**src/wd_pkg.sv**
```systemverilog
package wd_pkg;

  // ************************************************************
  // timing
  // ************************************************************
  localparam int CLK_PERIOD_NS = 4;
  localparam int HALF_MS_NS = 500000;
  // least time, rounded up to whole cycles
  localparam int HALF_MS_CYCLES =
    (HALF_MS_NS + CLK_PERIOD_NS - 1) / CLK_PERIOD_NS;
  localparam int RESET_PULSE_CYCLES = 16;
  localparam int TICK_W = 20;
  localparam int PULSE_W = 8;

  // ************************************************************
  // counter constants
  // ************************************************************
  localparam logic [3:0] ERR_STEP_UP = 4'h2;
  localparam logic [4:0] ERR_CEIL = 5'h0f;

  // ************************************************************
  // configuration reset values (power-on)
  // ************************************************************
  localparam logic [1:0] REFRESH_LIMIT_RST = 2'h0;
  localparam logic [1:0] ERROR_LIMIT_RST = 2'h1;
  localparam logic [1:0] WDOG_REACTION_RST = 2'h0;
  localparam logic [3:0] RECOVERY_WINDOW_RST = 4'hb;
  localparam logic [3:0] NORMAL_WINDOW_RST = 4'h3;
  localparam logic [1:0] FAULT_CONFIG_RST = 2'h1;
  localparam logic PAIR_POLARITY_RST = 1'b0;
  localparam logic PAIR_REACTION_RST = 1'b1;
  localparam logic INPUT_POLARITY_RST = 1'b0;
  localparam logic INPUT_REACTION_RST = 1'b1;

  // fault input configuration codes
  localparam logic [1:0] FAULT_OFF = 2'h0;
  localparam logic [1:0] FAULT_PAIR = 2'h1;
  localparam logic [1:0] FAULT_EITHER = 2'h2;
  localparam logic [1:0] FAULT_A_ONLY = 2'h3;

  // ************************************************************
  // types
  // ************************************************************
  typedef enum logic [1:0] {
    PH_INIT = 2'b00,
    PH_NORMAL = 2'b01,
    PH_RECOVERY = 2'b11,
    PH_RESET = 2'b10
  } phase_t;

  typedef struct packed {
    logic [1:0] refresh_limit_sel;
    logic [1:0] error_limit_sel;
    logic [1:0] wdog_error_reaction;
    logic [3:0] recovery_window_sel;
    logic [3:0] normal_window_sel;
    logic [1:0] fault_input_config;
    logic pair_polarity;
    logic pair_reaction;
    logic input_a_polarity;
    logic input_b_polarity;
    logic input_a_reaction;
    logic input_b_reaction;
  } cfg_t;

  localparam cfg_t CFG_RESET = '{
    refresh_limit_sel: REFRESH_LIMIT_RST,
    error_limit_sel: ERROR_LIMIT_RST,
    wdog_error_reaction: WDOG_REACTION_RST,
    recovery_window_sel: RECOVERY_WINDOW_RST,
    normal_window_sel: NORMAL_WINDOW_RST,
    fault_input_config: FAULT_CONFIG_RST,
    pair_polarity: PAIR_POLARITY_RST,
    pair_reaction: PAIR_REACTION_RST,
    input_a_polarity: INPUT_POLARITY_RST,
    input_b_polarity: INPUT_POLARITY_RST,
    input_a_reaction: INPUT_REACTION_RST,
    input_b_reaction: INPUT_REACTION_RST
  };

  typedef struct packed {
    logic b;
    logic a;
  } pin_pair_t;

  typedef struct packed {
    pin_pair_t meta;
    pin_pair_t held;
  } sync_t;

  typedef struct packed {
    phase_t phase;
    cfg_t cfg;
    logic [TICK_W-1:0] tick_cnt;
    logic [11:0] win_cnt;
    logic [2:0] refresh_cnt;
    logic [3:0] err_cnt;
    logic [PULSE_W-1:0] pulse_cnt;
    logic safe;
    logic rst_out;
    logic init_flag;
    logic rec_flag;
  } mon_t;

  // ************************************************************
  // lookup functions
  // ************************************************************
  function automatic logic [2:0] refresh_max(input logic [1:0] sel);
    unique case (sel)
      2'h0: refresh_max = 3'h6;
      2'h1: refresh_max = 3'h4;
      2'h2: refresh_max = 3'h2;
      2'h3: refresh_max = 3'h1;
    endcase
  endfunction : refresh_max

  function automatic logic [3:0] error_limit(input logic [1:0] sel);
    unique case (sel)
      2'h0: error_limit = 4'h8;
      2'h1: error_limit = 4'h6;
      2'h2: error_limit = 4'h4;
      2'h3: error_limit = 4'h2;
    endcase
  endfunction : error_limit

  // window length in ms; code 0 means disabled
  function automatic logic [10:0] window_ms(input logic [3:0] sel);
    unique case (sel)
      4'h0: window_ms = 11'h000;
      4'h1: window_ms = 11'h001;
      4'h2: window_ms = 11'h002;
      4'h3: window_ms = 11'h003;
      4'h4: window_ms = 11'h004;
      4'h5: window_ms = 11'h006;
      4'h6: window_ms = 11'h008;
      4'h7: window_ms = 11'h00c;
      4'h8: window_ms = 11'h010;
      4'h9: window_ms = 11'h018;
      4'ha: window_ms = 11'h020;
      4'hb: window_ms = 11'h040;
      4'hc: window_ms = 11'h080;
      4'hd: window_ms = 11'h100;
      4'he: window_ms = 11'h200;
      4'hf: window_ms = 11'h400;
    endcase
  endfunction : window_ms

endpackage : wd_pkg

```
**src/wd_refresh_fault_monitor.sv**
```systemverilog
`timescale 1ns/1ns
module wd_refresh_fault_monitor #(
  parameter int HALF_MS_CYCLES = wd_pkg::HALF_MS_CYCLES,
  parameter int RESET_PULSE_CYCLES = wd_pkg::RESET_PULSE_CYCLES
) (
  input wire logic clk, // system clock, 250 MHz
  input wire logic reset, // async reset, high (power-on)
  input wire logic answer_valid, // one-cycle watchdog answer strobe
  input wire logic answer_good, // answer content correct
  input wire logic cfg_write, // one-cycle configuration write
  input wire wd_pkg::cfg_t cfg_in, // configuration word
  input wire logic recovery_feature_enable, // fault recovery enabled
  input wire logic fault_input_feature_enable, // fault monitor enabled
  input wire logic fault_in_a, // first fault pin
  input wire logic fault_in_b, // second fault pin
  output logic safe_state_out, // safe state asserted, high
  output logic system_reset_out, // reset pulse, high
  output logic safety_init_phase, // in initialisation phase
  output logic [2:0] refresh_count_value, // refresh counter
  output logic [3:0] error_count_value, // watchdog error counter
  output logic recovery_active, // open recovery window running
  output wd_pkg::cfg_t active_cfg // configuration in force
);

  // ************************************************************
  // state
  // ************************************************************
  wd_pkg::mon_t st;
  wd_pkg::mon_t next;
  wd_pkg::pin_pair_t pins;
  wd_pkg::pin_pair_t synced;

  logic half_tick;
  logic timing_on;
  logic win_end;
  logic closed;
  logic running;
  logic good_refresh;
  logic bad_refresh;
  logic fault_a;
  logic fault_b;
  logic fault_pair;
  logic fault_any;
  logic fault_reset;
  logic monitor_on;
  logic recov_ok;
  logic at_limit;
  logic [10:0] win_ms;
  logic [11:0] win_full;
  logic [4:0] err_sum;

  assign pins = '{b: fault_in_b, a: fault_in_a};

  fault_sync u_sync (
    .clk(clk),
    .reset(reset),
    .pins(pins),
    .synced(synced)
  );

  // ************************************************************
  // fault evaluation
  // ************************************************************
  always_comb begin
    fault_a = (synced.a == st.cfg.input_a_polarity);
    fault_b = (synced.b == st.cfg.input_b_polarity);
    if (st.cfg.pair_polarity) begin
      fault_pair = synced.a | ~synced.b;
    end else begin
      fault_pair = ~synced.a | synced.b;
    end
    unique case (st.cfg.fault_input_config)
      wd_pkg::FAULT_OFF: begin
        fault_any = 1'b0;
        fault_reset = 1'b0;
      end
      wd_pkg::FAULT_PAIR: begin
        fault_any = fault_pair;
        fault_reset = fault_pair & st.cfg.pair_reaction;
      end
      wd_pkg::FAULT_EITHER: begin
        fault_any = fault_a | fault_b;
        fault_reset = (fault_a & st.cfg.input_a_reaction) |
                      (fault_b & st.cfg.input_b_reaction);
      end
      wd_pkg::FAULT_A_ONLY: begin
        fault_any = fault_a;
        fault_reset = fault_a & st.cfg.input_a_reaction;
      end
    endcase
  end

  // monitoring waits until the first good refresh has closed init
  assign monitor_on = fault_input_feature_enable &
                      (st.phase == wd_pkg::PH_NORMAL);
  assign recov_ok = recovery_feature_enable &
                    (st.cfg.recovery_window_sel != 4'h0);

  // ************************************************************
  // window timing
  // ************************************************************
  // half-ms ticks so the closed half of a 1 ms window is exact
  assign half_tick = (st.tick_cnt == wd_pkg::TICK_W'(HALF_MS_CYCLES - 1));

  always_comb begin
    if (st.phase == wd_pkg::PH_RECOVERY) begin
      win_ms = wd_pkg::window_ms(st.cfg.recovery_window_sel);
    end else begin
      win_ms = wd_pkg::window_ms(st.cfg.normal_window_sel);
    end
    win_full = {win_ms, 1'b0};
    running = (st.phase == wd_pkg::PH_NORMAL) |
              (st.phase == wd_pkg::PH_RECOVERY);
    timing_on = running & (win_ms != 11'h000);
    win_end = timing_on & half_tick & (st.win_cnt == win_full - 12'h001);
    // recovery window is fully open: no closed part
    closed = (st.phase == wd_pkg::PH_NORMAL) & timing_on &
             (st.win_cnt < {1'b0, win_ms});
    good_refresh = running & answer_valid & answer_good & ~closed;
    bad_refresh = running & ((answer_valid & ~good_refresh) |
                  (win_end & ~answer_valid));
    at_limit = running &
      (st.err_cnt == wd_pkg::error_limit(st.cfg.error_limit_sel));
    err_sum = {1'b0, st.err_cnt} + {1'b0, wd_pkg::ERR_STEP_UP};
  end

  // ************************************************************
  // next state
  // ************************************************************
  always_comb begin
    next = st;
    // window restarts after any answer or at its end
    if (answer_valid | win_end | ~timing_on) begin
      next.tick_cnt = '0;
      next.win_cnt = 12'h000;
    end else if (half_tick) begin
      next.tick_cnt = '0;
      next.win_cnt = st.win_cnt + 12'h001;
    end else begin
      next.tick_cnt = st.tick_cnt + wd_pkg::TICK_W'(1);
    end

    if (bad_refresh) begin
      next.refresh_cnt = 3'h0;
      if (err_sum > wd_pkg::ERR_CEIL) begin
        next.err_cnt = wd_pkg::ERR_CEIL[3:0];
      end else begin
        next.err_cnt = err_sum[3:0];
      end
    end else if (good_refresh) begin
      if (st.refresh_cnt ==
          wd_pkg::refresh_max(st.cfg.refresh_limit_sel)) begin
        next.refresh_cnt = 3'h0;
        if (st.err_cnt != 4'h0) begin
          next.err_cnt = st.err_cnt - 4'h1;
        end
      end else begin
        next.refresh_cnt = st.refresh_cnt + 3'h1;
      end
    end

    unique case (st.phase)
      wd_pkg::PH_INIT: begin
        if (cfg_write) begin
          next.cfg = cfg_in;
        end
        if (answer_valid & answer_good) begin
          next.phase = wd_pkg::PH_NORMAL;
        end
      end
      wd_pkg::PH_NORMAL: begin
        if (at_limit & (st.cfg.wdog_error_reaction != 2'h0)) begin
          next.safe = 1'b1;
        end
        if (monitor_on & fault_any) begin
          next.safe = 1'b1;
        end
        if (at_limit & st.cfg.wdog_error_reaction[1]) begin
          next.phase = wd_pkg::PH_RESET;
        end else if (monitor_on & fault_any & recov_ok) begin
          next.phase = wd_pkg::PH_RECOVERY;
          next.tick_cnt = '0;
          next.win_cnt = 12'h000;
        end else if (monitor_on & fault_reset) begin
          next.phase = wd_pkg::PH_RESET;
        end
      end
      wd_pkg::PH_RECOVERY: begin
        if (at_limit & st.cfg.wdog_error_reaction[1]) begin
          next.safe = 1'b1;
          next.phase = wd_pkg::PH_RESET;
        end else if (good_refresh & ~fault_any) begin
          next.phase = wd_pkg::PH_NORMAL;
        end else if (win_end & ~good_refresh) begin
          next.phase = wd_pkg::PH_RESET;
        end
      end
      wd_pkg::PH_RESET: begin
        next.pulse_cnt = st.pulse_cnt - wd_pkg::PULSE_W'(1);
        if (st.pulse_cnt == wd_pkg::PULSE_W'(0)) begin
          next.phase = wd_pkg::PH_INIT;
          next.rst_out = 1'b0;
        end
      end
    endcase

    if ((next.phase == wd_pkg::PH_RESET) &
        (st.phase != wd_pkg::PH_RESET)) begin
      next.rst_out = 1'b1;
      // the entry cycle counts, so the pulse is exactly that long
      next.pulse_cnt = wd_pkg::PULSE_W'(RESET_PULSE_CYCLES - 1);
      next.err_cnt = 4'h0;
      next.refresh_cnt = 3'h0;
    end
    next.init_flag = (next.phase == wd_pkg::PH_INIT);
    next.rec_flag = (next.phase == wd_pkg::PH_RECOVERY);
  end

  always_ff @(posedge clk or posedge reset) begin
    if (reset) begin
      st <= '{phase: wd_pkg::PH_INIT, cfg: wd_pkg::CFG_RESET,
              init_flag: 1'b1, default: '0};
    end else begin
      st <= next;
    end
  end

  // ************************************************************
  // outputs
  // ************************************************************
  assign safe_state_out = st.safe;
  assign system_reset_out = st.rst_out;
  assign safety_init_phase = st.init_flag;
  assign refresh_count_value = st.refresh_cnt;
  assign error_count_value = st.err_cnt;
  assign recovery_active = st.rec_flag;
  assign active_cfg = st.cfg;
endmodule : wd_refresh_fault_monitor

```
**src/fault_sync.sv**
```systemverilog
`timescale 1ns/1ns
module fault_sync (
  input wire logic clk, // system clock
  input wire logic reset, // async reset, high
  input wire wd_pkg::pin_pair_t pins, // raw fault pins
  output wd_pkg::pin_pair_t synced // resynchronised pins
);

  wd_pkg::sync_t st;
  wd_pkg::sync_t next_st;
  logic [1:0] primed;

  // the first stage feeds only the second stage
  always_comb begin
    next_st = st;
    next_st.meta = pins;
    next_st.held = st.meta;
  end

  always_ff @(posedge clk or posedge reset) begin
    if (reset) begin
      st <= '0;
    end else begin
      st <= next_st;
    end
  end

  assign synced = st.held;

  // ************************************************************
  // checks
  // ************************************************************
  always_ff @(posedge clk or posedge reset) begin
    if (reset) begin
      primed <= 2'h0;
    end else if (primed != 2'h3) begin
      primed <= primed + 2'h1;
    end
  end
endmodule : fault_sync

```
**config.mk**
```make
export PLATFORM = sky130hd
export DESIGN_NAME = wd_refresh_fault_monitor
export DESIGN_NICKNAME = d
export VERILOG_FILES = /design/src/wd_pkg.sv /design/src/wd_refresh_fault_monitor.sv /design/src/fault_sync.sv
export SDC_FILE = /design/constraint.sdc
export NUM_CORES = 1
export LEC_CHECK = 0
export BUFFER_PORTS_ARGS = -buffer_cell sky130_fd_sc_hd__buf_2
export CAP_MARGIN = 0
export CORE_ASPECT_RATIO = 2
export CORE_MARGIN = 5
export CORE_UTILIZATION = 29
export CTS_CLUSTER_SIZE = 10
export DETAILED_ROUTE_END_ITERATION = 8
export PLACE_DENSITY = 0.52
export SLEW_MARGIN = 20
export SYNTH_ARGS = -nofsm -noshare
export SYNTH_HDL_FRONTEND = slang
export SYNTH_SLANG_ARGS = --single-unit
```
**constraint.sdc**
```tcl
create_clock -name clk -period 3.7 [get_ports clk]
set_input_delay 0.37 -clock clk [delete_from_list [all_inputs] [get_ports clk]]
set_output_delay 0.37 -clock clk [all_outputs]
set_load 0.01 [all_outputs]
```
# ---- After elaboration in Yosys (flattened, before gate mapping)
# Memories as Yosys holds them, arrays and structs flattened.
# Index checks and enable logic that the tools add are counted.
dict set report totals {
  register_bits 79
  mem_count 2
  rom_bits 352
  inputBits 31
}
# name words word_bits read_ports rd_clocked_by_memory_dff write_ports line
set mem_list {}
lappend mem_list {{(name not given)} 16 11 1 0 0 wd_pkg.sv:128} ;# unique case (sel)
lappend mem_list {{(name not given)} 16 11 1 0 0 wd_pkg.sv:128}
dict set report classes {
  n_bitwise 41
  add_sub_neg 7
  n_eq_ne 23
  magnitude_cmp 2
  reduce_logical 20
  n_mux 38
}
# operator count
set op_table {}
lappend op_table {{$mux W32} 4}
lappend op_table {{$and A1 B1 Y1} 26}
lappend op_table {{$add A20 B1 Y20 const B} 1}
lappend op_table {{$eq A2 B2 Y1 const B} 10}
lappend op_table {{$eq A20 B17 Y1 const B} 1}
lappend op_table {{$mux W20} 1}
lappend op_table {{$mux W2} 8}
lappend op_table {{$pmux W4 S4} 1}
lappend op_table {{$mux W15} 1}
lappend op_table {{$mux W7} 2}
lappend op_table {{$add A12 B1 Y12 const B} 1}
lappend op_table {{$eq A12 B12 Y1} 1}
lappend op_table {{$lt A12 B11 Y1} 1}
lappend op_table {{$mux W12} 1}
lappend op_table {{$mux W4} 3}
lappend op_table {{$pmux W3 S4} 1}
lappend op_table {{$sub A12 B1 Y12 const B} 1}
lappend op_table {{$mux W11} 1}
lappend op_table {{$reduce_bool A11 Y1} 1}
lappend op_table {{$logic_not A2 Y1} 5}
lappend op_table {{$mux W3} 3}
lappend op_table {{$reduce_bool A3 Y1} 3}
lappend op_table {{$eq A2 B1 Y1 const B} 4}
lappend op_table {{$logic_not A8 Y1} 1}
lappend op_table {{22 further kinds} 49}

# ---- Longest topological paths before layout
dict set report logic_depth {
  word_depth 18
  depth_mapped 14
  ltp_nobuf 12
}

# ---- Hierarchy
# From an unflattened synthesis, not the netlist that was laid out.
dict set report unflattened {
  cells_unflattened 601
  hier_area_um2 5500.3
}
# module cells_per_inst n_inst area_per_inst_um2
set by_module_without_submodules {}
lappend by_module_without_submodules {wd_refresh_fault_monitor 596 1 5396.4}
lappend by_module_without_submodules {fault_sync 5 1 103.8}

# ---- Worst setup path before layout
# OpenSTA, ideal clock, no wires.
dict set report synth_timing {
  path_kind {reg-to-reg}
  from {register st, in the netlist active_cfg[13]}
  to {register st, in the netlist error_count_value[2]}
  arrival_ns 3.372
  setup_slack_ns 0.245
  stages_incl_launch_ff 13
  required_ns 3.617
  synth_period_minus_slack_ns 3.455
  path_cell_list {dfstp_2 buf_4 inv_1 mux2_2 a2bb2oi_1 ha_1 xor2_1 or3_1 a2111o_1 nor4b_2 a41oi_2 or4_1 a31oi_1}
}
dict set report synth_via {
  elab_chain_cells 18
  word_cells_on_any_way 37
  classes_between {add/sub: 1; order compare: 1; eq/ne: 2; mux: 9; bitwise: 17; reduce/logical: 6; memory: 1}
}
# element line
set synth_lines {}
lappend synth_lines {{start, declared} wd_refresh_fault_monitor.sv:28} ;# wd_pkg::mon_t st;
lappend synth_lines {{start signal, assigned} wd_refresh_fault_monitor.sv:221} ;# st <= '{phase: wd_pkg::PH_INIT, cfg: wd_pkg::CFG_RESET,
lappend synth_lines {{start signal, assigned} wd_refresh_fault_monitor.sv:224} ;# st <= next;
lappend synth_lines {{branches (longest 18 deep; another with $sub A12 B1 Y12)} --}
# Parallel ways; which one is timed is not known.
# A chain may end at the register's enable or synchronous reset.

# ---- Worst setup path in the final report
dict set report layout_timing {
  from {register st, in the netlist active_cfg[12]}
  to {register st, in the netlist error_count_value[2]}
}
# The elaborated chain is that of the path after synthesis.

==> summary.txt <==
Run status
  • Outcome: completed

Job
  • Max Cap Violations: 0

Power
  • Register share of total power: 0.442
  • Pwr Density: 305 nW/µm²
  • Total Power: 0.00196 W
  • Switching part of the total power: 0.212
  • Leakage power: 2.80 nW
  • Clock Power Share: 0.537
  • Peak supply drop: 0.280 mV
  • Gate power share: 0.022
  • Psw: 0.000416 W
  • Cell-internal power: 0.00155 W

Worst setup path
  • Crit Path Category: reg -> reg
  • R2R setup slack: 0.06 ns
  • Worst EP arrival: 3.90 ns
  • Crit-path max FO: 6
  • Crit path cell chain: nand2b_1 > mux2_2 > a2bb2oi_1 > ha_1 > xor2_1 > or3_1 > a2111o_1 > nor4b_4 > a41oi_2 > or4_1 > a31oi_1
  • WP buf/inv: 0
  • CP Data Required Time: 3.96 ns
  • Slowest cell on the critical path: dfstp_2
  • Worst Setup End Kind: flop
  • Worst path max stage delay: 0.57 ns
  • Top Family by Delay on Critical Path: simple AND/OR/NAND/NOR gates
  • Crit path launch type: flop

Global routing
  • Largest net degree at the start of global routing: 54
  • First-pass GRT wire length: 26400 µm
  • Gr usage total: 0.159
  • GR Overflow Total: 0
  • Via count of the first global-routing pass: 4876
  • Initial antenna violation count: 0

Detailed routing
  • Antenna Nets Post-Route: 0
  • Initial DRC Count: 185
  • Number of remaining DRC errors: 0
  • Post-Route WL: 17000 µm
  • Wire per inst: 18.7 µm
  • Via count: 4691
  • DR pass1 iterations: 4
  • Vias/cell: 5.15

Clock tree
  • CTS tree: built
  • Longest Clk Path Bufs: 2
  • Hold buffers post-CTS: 0
  • Total CTS buffers: 9
  • H-tree level count: 3
  • Clk sinks: 79
  • Clk slew on worst S/H paths: 0.07 ns
  • Clk_lat worst skew: 0.35 ns
  • CTS root buf: clkbuf_16

Logic synthesis
  • Synth area leaders: dfrtp_1 31%, dfstp_2 5.3%, ha_1 5.2%
  • Compound-cell area share of the yosys netlist: 0.147
  • Synth area leader: dfrtp_1
  • Syn Std Cell Area: 5500 µm²
  • Avg Cell Area, Syn: 9.16 µm²
  • Async SR Flop Fraction: 1.00
  • Commonest register cell after synthesis: dfrtp_1
  • Multiplexer share of the synthesized area: 0.0423
  • Top-area cell type share of the netlist area: 0.310
  • Cells after Synth: 600
  • Syn Nets: 654
  • Post-synth EDFFs: 0
  • Post-Synth Simple-Gate Area: 0.234
  • Post-synthesis cell type count: 80
  • Yosys warning total: 0
  • Main combinational cell family by area after synthesis: simple AND/OR/NAND/NOR gates
  • XOR/XNOR Fraction of Synth Area: 0.0854
  • Area share of fa/ha/maj cells after synthesis: 0.0524
  • Register area share after synthesis: 0.362
  • Yosys reg bits: 79

Place
  • Area post-placement: 6000 µm²
  • Gpl congestion: 0.939
  • Dpl hpwl: 13400 µm
  • Number of I/O port buffers: 63

STA
  • Final Hold Violating Endpoints: 0
  • Worst hold slack: 0.120 ns
  • Least-Margin Pin Slew: 1.09 ns
  • Setup violators final: 0
  • Max frequency: 275 MHz
  • Final worst-path cycle share: 0.984
  • Worst slew margin: 0.273
  • Fin. max-slew vios: 0
  • Final Skew: 0.00884 ns
  • Fin crit period: 3.64 ns

Floorplanning
  • Die Ht: 205 µm
  • IO Count: 64
  • Initial Util: 0.293
  • Die Wd: 107 µm
  • Rows: 71
  • Die area: 22000 µm²
  • Core area: 18700 µm²

Cells and area
  • Commonest non-fill, non-tap cell in the layout: dfrtp_1
  • Nets: 705
  • Post-route cell area: 6430 µm²
  • Most frequent cells in the layout: 68 x dfrtp_1, 63 x buf_2, 60 x nor2_1, 44 x nand2_1, 33 x nand3_1
  • Area grow syn2layout: 17.1%
  • Layout fillers: 1946
  • Fin util: 0.343
  • Layout cell share with drive strength beyond 1: 0.242
  • Diodes inserted: 0

Hold path
  • Worst hold path class: in -> reg
synth_stat cells (3+ instances only):
| cell | number |
|---|---|
| dfrtp_1 | 68 |
| a211o_1 | 3 |
| nand3_1 | 33 |
| a31oi_1 | 6 |
| or2_2 | 3 |
| xor2_1 | 24 |
| a32oi_1 | 3 |
| buf_4 | 31 |
| mux2i_1 | 3 |
| nand4_1 | 11 |
| nand2_1 | 44 |
| a21o_1 | 3 |
| o211ai_1 | 4 |
| buf_2 | 6 |
| o21ai_0 | 21 |
| nor2_1 | 60 |
| o32ai_1 | 4 |
| dfstp_2 | 11 |
| nor4_1 | 8 |
| nor3b_1 | 4 |
| and2_1 | 7 |
| nand3b_1 | 6 |
| clkbuf_1 | 13 |
| a211oi_1 | 3 |
| inv_1 | 23 |
| xnor2_1 | 27 |
| nor3_1 | 12 |
| ha_1 | 23 |
| or4b_1 | 3 |
| nor4b_1 | 3 |
| and3_1 | 11 |
| nand2b_1 | 8 |
| a21oi_1 | 17 |
| nor2b_1 | 8 |
| mux2_2 | 18 |
| o31ai_1 | 7 |
| o32a_1 | 3 |
stage by stage:
step                worst slack, ns  setup TNS [ns]  std cells
finish                       0.0574               0        911
global route                -0.0257         -0.0295        911
global placement              0.158               0        891
detailed placement           0.0782               0        891
CTS                          0.0218               0        907
floorplan                     0.245               0        600
state kept, by name, summed over array words and instances (netlist names), 2 cells and up:
signal / cells
active_cfg: 22
error_count_value: 4
refresh_count_value: 3
st: 42
u_sync.next_st: 2
u_sync.synced: 2
cell families after synthesis:
logic type,after synthesis
muxes,21
xor gates and xnor gates,52
and+or+nand+nor,240
DFF,79
AOI/OAI and AO/OA,109
adders and majority gates,23
buffers and inverters,76
power by group through the flow:
stage | clock network, W | logic [W] | registers, W
2_1_floorplan | 0 | 0.0000169 | 0.000883
3_5_place_dp | 0 | 0.0000438 | 0.000883
4_1_cts | 0.00108 | 0.0000439 | 0.000867
6_report | 0.00105 | 0.0000423 | 0.000868
3_3_place_gp | 0 | 0.0000427 | 0.000883
5_1_grt | 0.00112 | 0.0000482 | 0.000867
routing by layer:
| layer | up-vias | global-route usage | wire [µm] | share of wire |
|---|---|---|---|---|
| met5 | - | 0 | 0 | 0 |
| met4 | 0 | 0.105 | 997 | 0.059 |
| met2 | 107 | 0.323 | 10200 | 0.60 |
| met3 | 48 | 0.0199 | 395 | 0.023 |
| li1 | 2227 | - | - | - |
| met1 | 2309 | 0.137 | 5470 | 0.32 |
final cells by class:
class | count | area (µm²) | area share
clock inverter | 6 | 116 | 0.0181
tap | 255 | 319 | 0.0496
inverter | 23 | 87.6 | 0.0136
multi-input combinational | 445 | 3130 | 0.487
sequential | 79 | 1990 | 0.309
timing repair buffer | 93 | 558 | 0.0867
clock buffer | 10 | 229 | 0.0356
worst paths after layout:
kind	from	to	cells after the start
setup / recovery	active_cfg[12]	error_count_value[2]	11
hold / removal	fault_in_a	u_sync.next_st[0]	1
setup reg to reg	active_cfg[12]	error_count_value[2]	11
hold reg to reg	u_sync.next_st[0]	u_sync.synced[0]	0
max in group asynchronous	reset	error_count_value[3]	3
min in group asynchronous	reset	active_cfg[21]	2
what timing repair did:
| action | 4_1_cts | 5_1_grt |
|---|---|---|
| setup endpoints to repair | 0 | 8 |
| gates resized for setup | 0 | 8 |
| setup buffers | 0 | 4 |
No activity file was read; power rests on OpenSTA's default activity.
